==> config.mk <==
export PLATFORM = sky130hd
export DESIGN_NAME = eeprom_autoinit_word_loader
export DESIGN_NICKNAME = d
export VERILOG_FILES = /design/src/common/eeprom_loader_pkg.sv /design/src/common/word_fetch_if.sv /design/src/verilog/word_fetch.sv /design/src/verilog/eeprom_autoinit_word_loader.sv
export SDC_FILE = /design/constraint.sdc
export NUM_CORES = 1
export LEC_CHECK = 0
export ABC_AREA = 1
export BUFFER_PORTS_ARGS = -buffer_cell sky130_fd_sc_hd__buf_2
export CAP_MARGIN = 40
export CORE_UTILIZATION = 48
export DETAILED_ROUTE_END_ITERATION = 10
export GPL_TIMING_DRIVEN = 0
export HOLD_SLACK_MARGIN = 0.15
export PLACE_DENSITY = 0.75
export SLEW_MARGIN = 40
export SYNTH_ARGS = -nofsm -noshare
export SYNTH_HDL_FRONTEND = slang
export SYNTH_HIERARCHICAL = 1
export SYNTH_SLANG_ARGS = --single-unit
export TNS_END_PERCENT = 100
==> constraint.sdc <==
create_clock -name i_mclk -period 1.8 [get_ports i_mclk]
set_input_delay 0.36 -clock i_mclk [delete_from_list [all_inputs] [get_ports i_mclk]]
set_output_delay 0.36 -clock i_mclk [all_outputs]
set_load 0.01 [all_outputs]
==> src/common/eeprom_loader_pkg.sv <==
package eeprom_loader_pkg;

   localparam int WORD_W = 16;
   localparam int ADDR_W = 6;

   // Word offsets inside the configuration memory
   localparam logic [5:0] OFS_CONFIG_PARAMETERS = 6'h00;
   localparam logic [5:0] OFS_BOARD_MAKER       = 6'h02;
   localparam logic [5:0] OFS_BOARD_PRODUCT     = 6'h03;
   localparam logic [5:0] OFS_FUNCTION_CONTROLS = 6'h0a;
   localparam logic [5:0] OFS_NODE_ADDR_0       = 6'h10;
   localparam logic [5:0] OFS_NODE_ADDR_1       = 6'h11;
   localparam logic [5:0] OFS_NODE_ADDR_2       = 6'h12;

   // Number of words fetched during auto initialization
   localparam int         LOAD_WORDS   = 7;
   localparam logic [2:0] LAST_WORD_IX = 3'h6;

   // Configuration parameters word fields
   localparam int CP_BACK_TO_BACK   = 0;
   localparam int CP_BELOW_ONE_MEG  = 1;
   localparam int CP_WINDOW_DISABLE = 2;
   localparam int CP_WAKE_COLD      = 3;
   localparam int CP_LIGHT_SLEEP    = 4;
   localparam int CP_DEEP_SLEEP     = 5;
   localparam int CP_WAKE_EVENT_EN  = 6;
   localparam int CP_MIN_GRANT_LSB  = 7;
   localparam int CP_MIN_GRANT_W    = 4;
   localparam int CP_MAX_LAT_LSB    = 11;
   localparam int CP_MAX_LAT_W      = 5;

   // Placement of those fields in the host-visible registers
   localparam int MIN_GRANT_REG_LSB = 4;
   localparam int MAX_LAT_REG_LSB   = 1;
   localparam int BUS_REG8_W        = 8;

   // Function controls word fields
   localparam int FC_LINK_POWER_SAVE = 0;
   localparam int FC_AUTO_CROSSOVER  = 1;
   localparam int FC_FINAL_ALERT_EN  = 3;
   localparam int FC_REPEAT_LSB      = 4;
   localparam int FC_REPEAT_W        = 3;
   localparam int FC_OPCODE_SEL      = 7;
   localparam int FC_DSP_LSB         = 8;
   localparam int FC_DSP_W           = 8;

   localparam logic [3:0] FINAL_ALERT_OPCODE_0 = 4'h1;
   localparam logic [3:0] FINAL_ALERT_OPCODE_1 = 4'h4;

   localparam logic [15:0] WORD_RESET = 16'h0000;

endpackage

==> src/common/word_fetch_if.sv <==
interface word_fetch_if;
   logic        start;
   logic [5:0]  addr;
   logic        done;
   logic [15:0] data;

   modport loader
   (
      output start,
      output addr,
      input  done,
      input  data
   );

   modport fetcher
   (
      input  start,
      input  addr,
      output done,
      output data
   );
endinterface

==> src/verilog/word_fetch.sv <==
module word_fetch
(
   input  wire logic        i_mclk,
   input  wire logic        i_rst,
   word_fetch_if.fetcher    fetch,
   output logic             o_word_req,
   output logic [5:0]       o_word_addr,
   input  wire logic        i_word_ack,
   input  wire logic [15:0] i_word_data
);

   logic        busy_r;
   logic [5:0]  addr_r;
   logic [15:0] data_r;
   logic        done_r;
   wire         take_word = busy_r & i_word_ack;

   // Request holds until the word reader acknowledges it
   always_ff @(posedge i_mclk)
   begin
      if (i_rst)
      begin
         busy_r <= 1'b0;
         addr_r <= 6'h00;
      end
      else if (fetch.start & ~busy_r)
      begin
         busy_r <= 1'b1;
         addr_r <= fetch.addr;
      end
      else if (take_word)
      begin
         busy_r <= 1'b0;
      end
   end

   always_ff @(posedge i_mclk)
   begin
      if (i_rst)
      begin
         data_r <= eeprom_loader_pkg::WORD_RESET;
         done_r <= 1'b0;
      end
      else
      begin
         done_r <= take_word;
         if (take_word)
         begin
            data_r <= i_word_data;
         end
      end
   end

   assign o_word_req  = busy_r;
   assign o_word_addr = addr_r;
   assign fetch.done  = done_r;
   assign fetch.data  = data_r;

endmodule

==> src/verilog/eeprom_autoinit_word_loader.sv <==
// How it works
// [RULE_01] Fetch all words after reset, then flag ready
// [RULE_02] Word 0 bit 0 sets back-to-back capable
// [RULE_03] Word 0 bit 1 sets memory kind bit 1
// [RULE_04] Word 0 bit 2 disables memory window
// [RULE_05] Bits 3..5 load wake-cold, light, deep support
// [RULE_06] Bit 6 loads wake event enable
// [RULE_07] Bits 10..7 load minimum grant bits 7..4
// [RULE_08] Bits 15..11 load maximum latency bits 5..1
// [RULE_09] Control bit 0 saves power while link down
// [RULE_10] Control bit 1 enables cable auto crossover
// [RULE_11] Control bit 2 is reserved, image holds zero
// [RULE_12] Control bit 3 enables final alert frames
// [RULE_13] Bits 6..4 give final alert frame count
// [RULE_14] Bit 7 picks opcode 0001 or 0100
// [RULE_15] Words 0x10..0x12 build 48-bit node address
// [RULE_16] Product code word copied to its register
// [RULE_17] Maker code word 0x02 copied unchanged
// [RULE_18] Control bits 15..8 forwarded to PHY DSP
module eeprom_autoinit_word_loader
(
   input  wire logic        i_mclk,
   input  wire logic        i_rst,
   input  wire logic        i_link_up,
   output logic             o_word_req,
   output logic [5:0]       o_word_addr,
   input  wire logic        i_word_ack,
   input  wire logic [15:0] i_word_data,
   output logic             o_init_busy,
   output logic             o_init_done,
   output logic             o_back_to_back_capable,
   output logic [1:0]       o_memory_map_kind,
   output logic             o_memory_window_disable,
   output logic             o_wake_from_cold_support,
   output logic             o_light_sleep_support,
   output logic             o_deep_sleep_support,
   output logic             o_wake_event_enable,
   output logic [7:0]       o_minimum_grant_time,
   output logic [7:0]       o_maximum_latency_time,
   output logic             o_link_down_power_save,
   output logic             o_power_save_active,
   output logic             o_auto_crossover_enable,
   output logic             o_final_alert_enable,
   output logic [3:0]       o_final_alert_frames,
   output logic [3:0]       o_final_alert_opcode,
   output logic [7:0]       o_dsp_settings,
   output logic [47:0]      o_node_mac_address,
   output logic [15:0]      o_board_maker_code,
   output logic [15:0]      o_board_product_code
);

   typedef enum logic [1:0]
   {
      ST_ISSUE,
      ST_WAIT,
      ST_DONE
   } load_state_type;

   // Offset of the n-th word in the fetch order
   function automatic logic [5:0] offset_of(input logic [2:0] ix);
      logic [5:0] ofs;
      ofs = eeprom_loader_pkg::OFS_CONFIG_PARAMETERS;
      unique case (ix)
         3'h0: ofs = eeprom_loader_pkg::OFS_CONFIG_PARAMETERS;
         3'h1: ofs = eeprom_loader_pkg::OFS_BOARD_MAKER;
         3'h2: ofs = eeprom_loader_pkg::OFS_BOARD_PRODUCT;
         3'h3: ofs = eeprom_loader_pkg::OFS_FUNCTION_CONTROLS;
         3'h4: ofs = eeprom_loader_pkg::OFS_NODE_ADDR_0;
         3'h5: ofs = eeprom_loader_pkg::OFS_NODE_ADDR_1;
         3'h6: ofs = eeprom_loader_pkg::OFS_NODE_ADDR_2;
         default: ofs = eeprom_loader_pkg::OFS_CONFIG_PARAMETERS;
      endcase
      return ofs;
   endfunction

   // Picks one bit of a fetched word
   function automatic logic bit_of(input logic [15:0] w, input int pos);
      return w[pos];
   endfunction

   word_fetch_if fetch_bus ();

   word_fetch u_fetch
   (
      .i_mclk      (i_mclk),
      .i_rst       (i_rst),
      .fetch       (fetch_bus.fetcher),
      .o_word_req  (o_word_req),
      .o_word_addr (o_word_addr),
      .i_word_ack  (i_word_ack),
      .i_word_data (i_word_data)
   );

   load_state_type state_r;
   load_state_type state_nxt;
   logic [2:0]     index_r;
   logic [2:0]     index_nxt;

   logic [15:0]    config_parameters_word_r;
   logic [15:0]    function_controls_word_r;
   logic [47:0]    node_mac_address_words_r;
   logic [15:0]    board_maker_code_word_r;
   logic [15:0]    board_product_code_word_r;
   logic           power_save_r;
   logic [3:0]     opcode_r;

   wire            word_in     = fetch_bus.done;
   wire [15:0]     word_data   = fetch_bus.data;
   wire [5:0]      word_ofs    = offset_of(index_r);
   wire            last_word   = (index_r == eeprom_loader_pkg::LAST_WORD_IX);
   wire            loading     = (state_r != ST_DONE);

   // Which word the returned data belongs to
   wire            hit_config  = word_in & (word_ofs == eeprom_loader_pkg::OFS_CONFIG_PARAMETERS);
   wire            hit_maker   = word_in & (word_ofs == eeprom_loader_pkg::OFS_BOARD_MAKER);
   wire            hit_product = word_in & (word_ofs == eeprom_loader_pkg::OFS_BOARD_PRODUCT);
   wire            hit_func    = word_in & (word_ofs == eeprom_loader_pkg::OFS_FUNCTION_CONTROLS);
   wire            hit_addr0   = word_in & (word_ofs == eeprom_loader_pkg::OFS_NODE_ADDR_0);
   wire            hit_addr1   = word_in & (word_ofs == eeprom_loader_pkg::OFS_NODE_ADDR_1);
   wire            hit_addr2   = word_in & (word_ofs == eeprom_loader_pkg::OFS_NODE_ADDR_2);

   assign fetch_bus.start = (state_r == ST_ISSUE);
   assign fetch_bus.addr  = word_ofs;

   // Sequencer: one word at a time, in a fixed order
   always_comb
   begin
      state_nxt = state_r;
      index_nxt = index_r;
      unique case (state_r)
         ST_ISSUE:
         begin
            state_nxt = ST_WAIT;
         end
         ST_WAIT:
         begin
            if (word_in)
            begin
               if (last_word)
               begin
                  state_nxt = ST_DONE; // [RULE_01]
               end
               else
               begin
                  index_nxt = index_r + 3'h1;
                  state_nxt = ST_ISSUE;
               end
            end
         end
         ST_DONE:
         begin
            state_nxt = ST_DONE;
         end
         // The fourth code is unused; fall back to ST_ISSUE and reissue the current word
         default:
         begin
            state_nxt = ST_ISSUE;
         end
      endcase
   end

   always_ff @(posedge i_mclk)
   begin
      if (i_rst)
      begin
         state_r <= ST_ISSUE;
         index_r <= 3'h0;
      end
      else
      begin
         state_r <= state_nxt;
         index_r <= index_nxt;
      end
   end

   // Word captures; each register changes only on its own word
   always_ff @(posedge i_mclk)
   begin
      if (i_rst)
      begin
         config_parameters_word_r <= eeprom_loader_pkg::WORD_RESET;
      end
      else if (hit_config)
      begin
         config_parameters_word_r <= word_data; // [RULE_01]
      end
   end

   always_ff @(posedge i_mclk)
   begin
      if (i_rst)
      begin
         board_maker_code_word_r <= eeprom_loader_pkg::WORD_RESET;
      end
      else if (hit_maker)
      begin
         board_maker_code_word_r <= word_data; // [RULE_17]
      end
   end

   always_ff @(posedge i_mclk)
   begin
      if (i_rst)
      begin
         board_product_code_word_r <= eeprom_loader_pkg::WORD_RESET;
      end
      else if (hit_product)
      begin
         board_product_code_word_r <= word_data; // [RULE_16]
      end
   end

   // The reserved bit is stored as read; nothing downstream looks at it
   always_ff @(posedge i_mclk)
   begin
      if (i_rst)
      begin
         function_controls_word_r <= eeprom_loader_pkg::WORD_RESET;
      end
      else if (hit_func)
      begin
         function_controls_word_r <= word_data; // [RULE_11]
      end
   end

   always_ff @(posedge i_mclk)
   begin
      if (i_rst)
      begin
         node_mac_address_words_r <= {3{eeprom_loader_pkg::WORD_RESET}};
      end
      else
      begin
         if (hit_addr0)
         begin
            node_mac_address_words_r[15:0] <= word_data; // [RULE_15]
         end
         if (hit_addr1)
         begin
            node_mac_address_words_r[31:16] <= word_data; // [RULE_15]
         end
         if (hit_addr2)
         begin
            node_mac_address_words_r[47:32] <= word_data; // [RULE_15]
         end
      end
   end

   // Decoded configuration fields
   wire [3:0] min_grant_field = config_parameters_word_r[eeprom_loader_pkg::CP_MIN_GRANT_LSB +:
                                                          eeprom_loader_pkg::CP_MIN_GRANT_W];
   wire [4:0] max_lat_field   = config_parameters_word_r[eeprom_loader_pkg::CP_MAX_LAT_LSB +:
                                                          eeprom_loader_pkg::CP_MAX_LAT_W];
   wire [2:0] repeat_field    = function_controls_word_r[eeprom_loader_pkg::FC_REPEAT_LSB +:
                                                          eeprom_loader_pkg::FC_REPEAT_W];
   wire       opcode_sel      = bit_of(function_controls_word_r, eeprom_loader_pkg::FC_OPCODE_SEL);
   wire       lps_enable      = bit_of(function_controls_word_r, eeprom_loader_pkg::FC_LINK_POWER_SAVE);
   wire [3:0] opcode_nxt      = opcode_sel ? eeprom_loader_pkg::FINAL_ALERT_OPCODE_1
                                           : eeprom_loader_pkg::FINAL_ALERT_OPCODE_0; // [RULE_14]

   // Link state comes from the PHY on this clock; held off until loading ends
   wire       power_save_nxt  = lps_enable & ~i_link_up & ~loading; // [RULE_09]

   always_ff @(posedge i_mclk)
   begin
      if (i_rst)
      begin
         power_save_r <= 1'b0;
         opcode_r     <= eeprom_loader_pkg::FINAL_ALERT_OPCODE_0;
      end
      else
      begin
         power_save_r <= power_save_nxt;
         opcode_r     <= opcode_nxt;
      end
   end

   assign o_init_busy = loading;
   assign o_init_done = ~loading; // [RULE_01]

   assign o_back_to_back_capable   = bit_of(config_parameters_word_r,
                                            eeprom_loader_pkg::CP_BACK_TO_BACK); // [RULE_02]
   // Bit 0 of the kind field is not loaded and reads zero
   assign o_memory_map_kind        = {bit_of(config_parameters_word_r,
                                             eeprom_loader_pkg::CP_BELOW_ONE_MEG), 1'b0}; // [RULE_03]
   assign o_memory_window_disable  = bit_of(config_parameters_word_r,
                                            eeprom_loader_pkg::CP_WINDOW_DISABLE); // [RULE_04]
   assign o_wake_from_cold_support = bit_of(config_parameters_word_r,
                                            eeprom_loader_pkg::CP_WAKE_COLD); // [RULE_05]
   assign o_light_sleep_support    = bit_of(config_parameters_word_r,
                                            eeprom_loader_pkg::CP_LIGHT_SLEEP); // [RULE_05]
   assign o_deep_sleep_support     = bit_of(config_parameters_word_r,
                                            eeprom_loader_pkg::CP_DEEP_SLEEP); // [RULE_05]
   assign o_wake_event_enable      = bit_of(config_parameters_word_r,
                                            eeprom_loader_pkg::CP_WAKE_EVENT_EN); // [RULE_06]
   assign o_minimum_grant_time     = {min_grant_field, 4'h0}; // [RULE_07]
   assign o_maximum_latency_time   = {2'h0, max_lat_field, 1'b0}; // [RULE_08]

   assign o_link_down_power_save   = lps_enable; // [RULE_09]
   assign o_power_save_active      = power_save_r; // [RULE_09]
   assign o_auto_crossover_enable  = bit_of(function_controls_word_r,
                                            eeprom_loader_pkg::FC_AUTO_CROSSOVER); // [RULE_10]
   assign o_final_alert_enable     = bit_of(function_controls_word_r,
                                            eeprom_loader_pkg::FC_FINAL_ALERT_EN); // [RULE_12]
   // Field value n means n+1 frames, so the full range reaches eight
   assign o_final_alert_frames     = {1'b0, repeat_field} + 4'h1; // [RULE_13]
   assign o_final_alert_opcode     = opcode_r; // [RULE_14]
   assign o_dsp_settings           = function_controls_word_r[eeprom_loader_pkg::FC_DSP_LSB +:
                                                              eeprom_loader_pkg::FC_DSP_W]; // [RULE_18]

   assign o_node_mac_address       = node_mac_address_words_r; // [RULE_15]
   assign o_board_maker_code       = board_maker_code_word_r; // [RULE_17]
   assign o_board_product_code     = board_product_code_word_r; // [RULE_16]

endmodule

==> results by stage <==
Logic synthesis:
- Sequential elements use between 40% and 50% of the synthesized area.
- In the synthesized netlist, the number of instances is between 800 and 900.
- The flip-flop and latch count after synthesis is 143.
- The number of library cell types mapped by synthesis is 25.
- Yosys instantiated no cell more often than nor2_1.
- The commonest cells after synthesis are nor2_1 (247), nand2_1 (201), dfxtp_1 (143), nand3_1 (60), nand4_1 (48).
- The top flip-flop cell by instance count after synthesis is dfxtp_1.
- In the post-synthesis netlist, the biggest area contributors are dfxtp_1 (49%), nor2_1 (16%), nand2_1 (13%).
- The mean cell area of the mapped netlist is approximately 7.1 µm².
- The area of the mapped netlist is slightly below 6000 µm².
- The proportion of synthesized flip-flops having asynchronous set or reset is 0%.
- The area share of the leading cell type in the synthesized netlist is approximately half.
- The library cell with the largest summed area after synthesis is dfxtp_1.
- The number of warning messages in the yosys log is 6.
- The number of synthesized flops with an enable pin is 0.

Worst setup path:
- The worst-path cell with the longest stage delay is dfxtp_4.
- The number of cells on the worst reg-to-reg path is 10.
- The critical path contains buffers and inverters numbering 2 combined.
- The endpoint identified for the worst register-to-register timing path is o_node_mac_address[4].
- The top fanout value on the critical path is 8.
- The worst path required time is roughly 2.1 ns.
- The kind of end point of the critical path is a flip-flop.
- The reg-to-reg critical path startpoint is index_r[2].
- The reg-to-reg setup timing slack is 0.02 ns.
- On the worst path, the slowest cell contributes a delay of about 0.42 ns.
- The family of cells with the greatest summed delay on the critical path is simple AND/OR/NAND/NOR gates.
- At the worst endpoint, the arrival time is about 2.1 ns.
- The worst setup path is launched from a flip-flop.
- Counting stages on the worst path, the most repeated cell is nand2_1.
- The critical path in this run is classified as reg -> reg.
- The signal on the critical path passes through inv_2, nand2_1, nand2_1, nor2_1, nand2_2, nor2_4, buf_6, nand2_1, nand2_1, nor2_1.

Finish:
- The area occupied by multi-input gates is 2780 µm².
- The antenna diode instance count is 0.
- The register area is about 2900 µm².
- The area of all placed cells without fillers is between 8000 and 9000 µm².
- Fill cells in the final layout number 1082.
- The post-route core utilization is 67.70%.
- The share of layout cells above drive strength 1 is ~28%.
- Relative to the synthesized area, the layout overhead comes to 37.87%.
- The net total in the final layout is roughly 1100.
- The count of cells in the finished layout, fillers not included, comes to about 1200.

Timing:
- Setup violations remaining at the end of the flow were counted as 0.
- Static timing analysis puts the maximum clock frequency at 0.5626 GHz.
- The relative slew slack is 63.84%.
- The final count of pins violating max slew was 0.
- The number of hold-slack violations in the final timing report is 0.
- At the pin with the least slew margin, the transition time is around 0.54 ns.
- Clock skew on the completed layout was measured at 0.007178 ns.
- After layout, the worst path uses 98.75% of the clock period.
- The shortest period the worst path allows is 1.777 ns.
- Across all hold checks on the routed design, the worst slack comes to approximately 0.19 ns.
- Setup repair after global routing could not meet its margin everywhere.

Worst hold path:
- The endpoint of the worst hold-timing path is state_r[1].
- The type of the most critical hold path is in -> reg.
- The launch point of the worst hold path is i_rst.
- The worst hold path cell count is 2.

GRT:
- The number of global-route vias before repair came to ~5200.
- Global routing used between 20 and 30% of the available tracks.
- The first global-routing pass estimated around 26000 µm of wire.
- The aggregate global routing overflow is 0.
- The pin count of the biggest net entering global routing is 17.
- The initial antenna violation count is 0.

Detailed routing:
- Summed over all layers, the routed wires come to around 17000 µm.
- The routed layout has 5994 vias.
- The first routing iteration left 512 violations.
- The detailed-route wire length per cell is ~14 µm.
- For this run, design rule violations remaining after detail routing come to 1.
- The number of vias per cell is ~5.0.
- The first TritonRoute pass finished after 8 iterations.
- The number of routed nets with antenna violations is 0.

Floorplan:
- Row generation in the floorplan step produced 40 rows.
- The region available for standard cell placement spans between 10000 and 15000 µm².
- The die is around 110 µm wide.
- The height of the die is roughly 110 µm.
- The starting density of the core is 49.10%.
- The area enclosed by the die boundary is 12740 µm².
- The boundary pin count is about 150.

Place:
- The half-perimeter wire length of the detailed placement result is between 10000 and 15000 µm.
- At the end of routability-driven placement, the weighted congestion stood at about 0.9.
- Input and output buffers added on the ports amount to roughly 140.
- In this run, placement finished with an instance count of 1132.
- The cell area reported after detailed placement is a little under 7000 µm².

Clock tree:
- The number of buffers on the longest clock path is 2.
- The number of levels in the clock H-tree is 4.
- The number of clock buffers added by TritonCTS is 17.
- Clock-pin slew was measured on the worst setup and hold paths at around 0.05 ns.
- The tree is rooted in a clkbuf_16.
- TritonCTS built the clock tree.
- CTS saw 143 sinks.
- At the later pin of the worst-skew pair, clock insertion delay measures 0.42 ns.

Status:
- The final reports fail on design-rule violations.
- The flow ran to the end, but the final reports show violations.

Power:
- The total chip power is between 7 and 8 mW.
- For this design the ratio of total power to cell area is approximately 900 nW/µm².
- The leakage power of the design is a little under 4 nW.
- The worst-case IR drop observed on VDD is between 0.0007 and 0.0008 V.

Job:
- The max-cap check violation count is 0.
==> how the worst max path moves through the flow <==
stage / to / startpoint / cells past startpoint / slack [ns]
detailed placement: o_board_maker_code[15] / index_r[0] / 9 / -0.38
global placement: o_board_maker_code[0] / index_r[0] / 9 / -0.36
finish: o_node_mac_address[4] / index_r[2] / 10 / 0.02
global route: o_node_mac_address[7] / index_r[0] / 11 / -0.04
CTS: o_node_mac_address[4] / index_r[0] / 11 / -0.01
floorplan: o_node_mac_address[43] / index_r[0] / 11 / 0.04
==> timing repair <==
item	4_1_cts	5_1_grt
buffers inserted	8	12
endpoints found under the hold margin	17	0
resized for setup	48	69
pin swaps	11	17
setup endpoints to repair	112	105
hold buffers	17	0
cloned	0	4
==> per-stage QoR <==
step	TNS, ns	worst slack [ns]
after floorplan	0	0.03601
after global placement	-25.14	-0.3586
after detailed placement	-29.33	-0.3848
after CTS	-0.01066	-0.01066
after global routing	-0.6534	-0.04208
final	0	0.02257
==> logic make-up (layout without fill, tap and decap cells) <==
family          after synthesis  after routing  synth area share, %
simple gates                567            567                40.50
compound gates               11             11                1.146
fa+ha+maj                     6              6                1.273
xor+xnor                      1              1               0.1485
other cells                   1             12              0.06358
buf+inv                     103            316                8.337
flops                       143            143                48.54
==> power breakdown <==
part	leakage (nW)	internal (mW)	switching [mW]	total, mW
Sequential	1.16	3.22	0.0355	3.25
Clock	0.293	2.26	1.26	3.53
Combinational	2.50	0.195	0.336	0.532
Total	3.95	5.68	1.64	7.31
==> registers in the layout (all words and copies together) (netlist names) <==
register                  cells
o_node_mac_address           48
config_parameters_word_r     16
o_board_maker_code           16
o_board_product_code         16
u_fetch/fetch.data           16
function_controls_word_r     15
u_fetch/o_word_addr           6
index_r                       3
o_final_alert_opcode          2
state_r                       2
o_power_save_active           1
u_fetch/fetch.done            1
u_fetch/o_word_req            1
==> layout make-up <==
type / count / area share [%]
Sequential cell: 143 / 35.34
Multi-Input combinational cell: 597 / 34.19
Timing Repair Buffer: 183 / 13.26
Clock buffer: 23 / 5.878
Buffer: 63 / 5.662
Tap cell: 147 / 2.262
Inverter: 40 / 2.046
Clock inverter: 7 / 1.354
==> metal layers <==
metal / part of all wire [%] / vias up / global-route usage [%]
met5: 0 / - / 0
met3: 8.6 / 33 / 7.017
li1: - / 3016 / -
met4: 2.2 / 0 / 11.93
met2: 47 / 246 / 44.03
met1: 42 / 2699 / 34.93
==> cells in the final DEF, fill, tap and decap left out, types with 2 or more instances in the layout <==
cell and instances:
nor2_1 239, nand2_1 185, buf_2 146, dfxtp_1 140
nand3_1 57, nand4_1 48, buf_4 40, inv_1 32
clkbuf_16 17, dlygate4sd3_1 17, buf_6 16, nand2_2 14
conb_1 12, nor2_4 11, buf_1 10, clkbuf_4 6
clkbuf_1 6, clkbuf_2 6, a21oi_1 5, clkbuf_8 4
clkinv_2 4, inv_4 3, inv_2 3, nand2_4 3
nor2_2 3, o21ai_0 3, ha_4 3, bufinv_16 3
dfxtp_4 3, nand3_4 2, nand3_2 2, ha_2 2
==> worst register-to-register path: stages, from the launching register on <==
cell,delay (ns)
dfxtp_4,0.42
inv_2,0.10
nand2_1,0.09
nand2_1,0.17
nor2_1,0.18
nand2_2,0.12
nor2_4,0.24
buf_6,0.15
nand2_1,0.06
nand2_1,0.08
nor2_1,0.05
(Power assumes the default switching activity.)
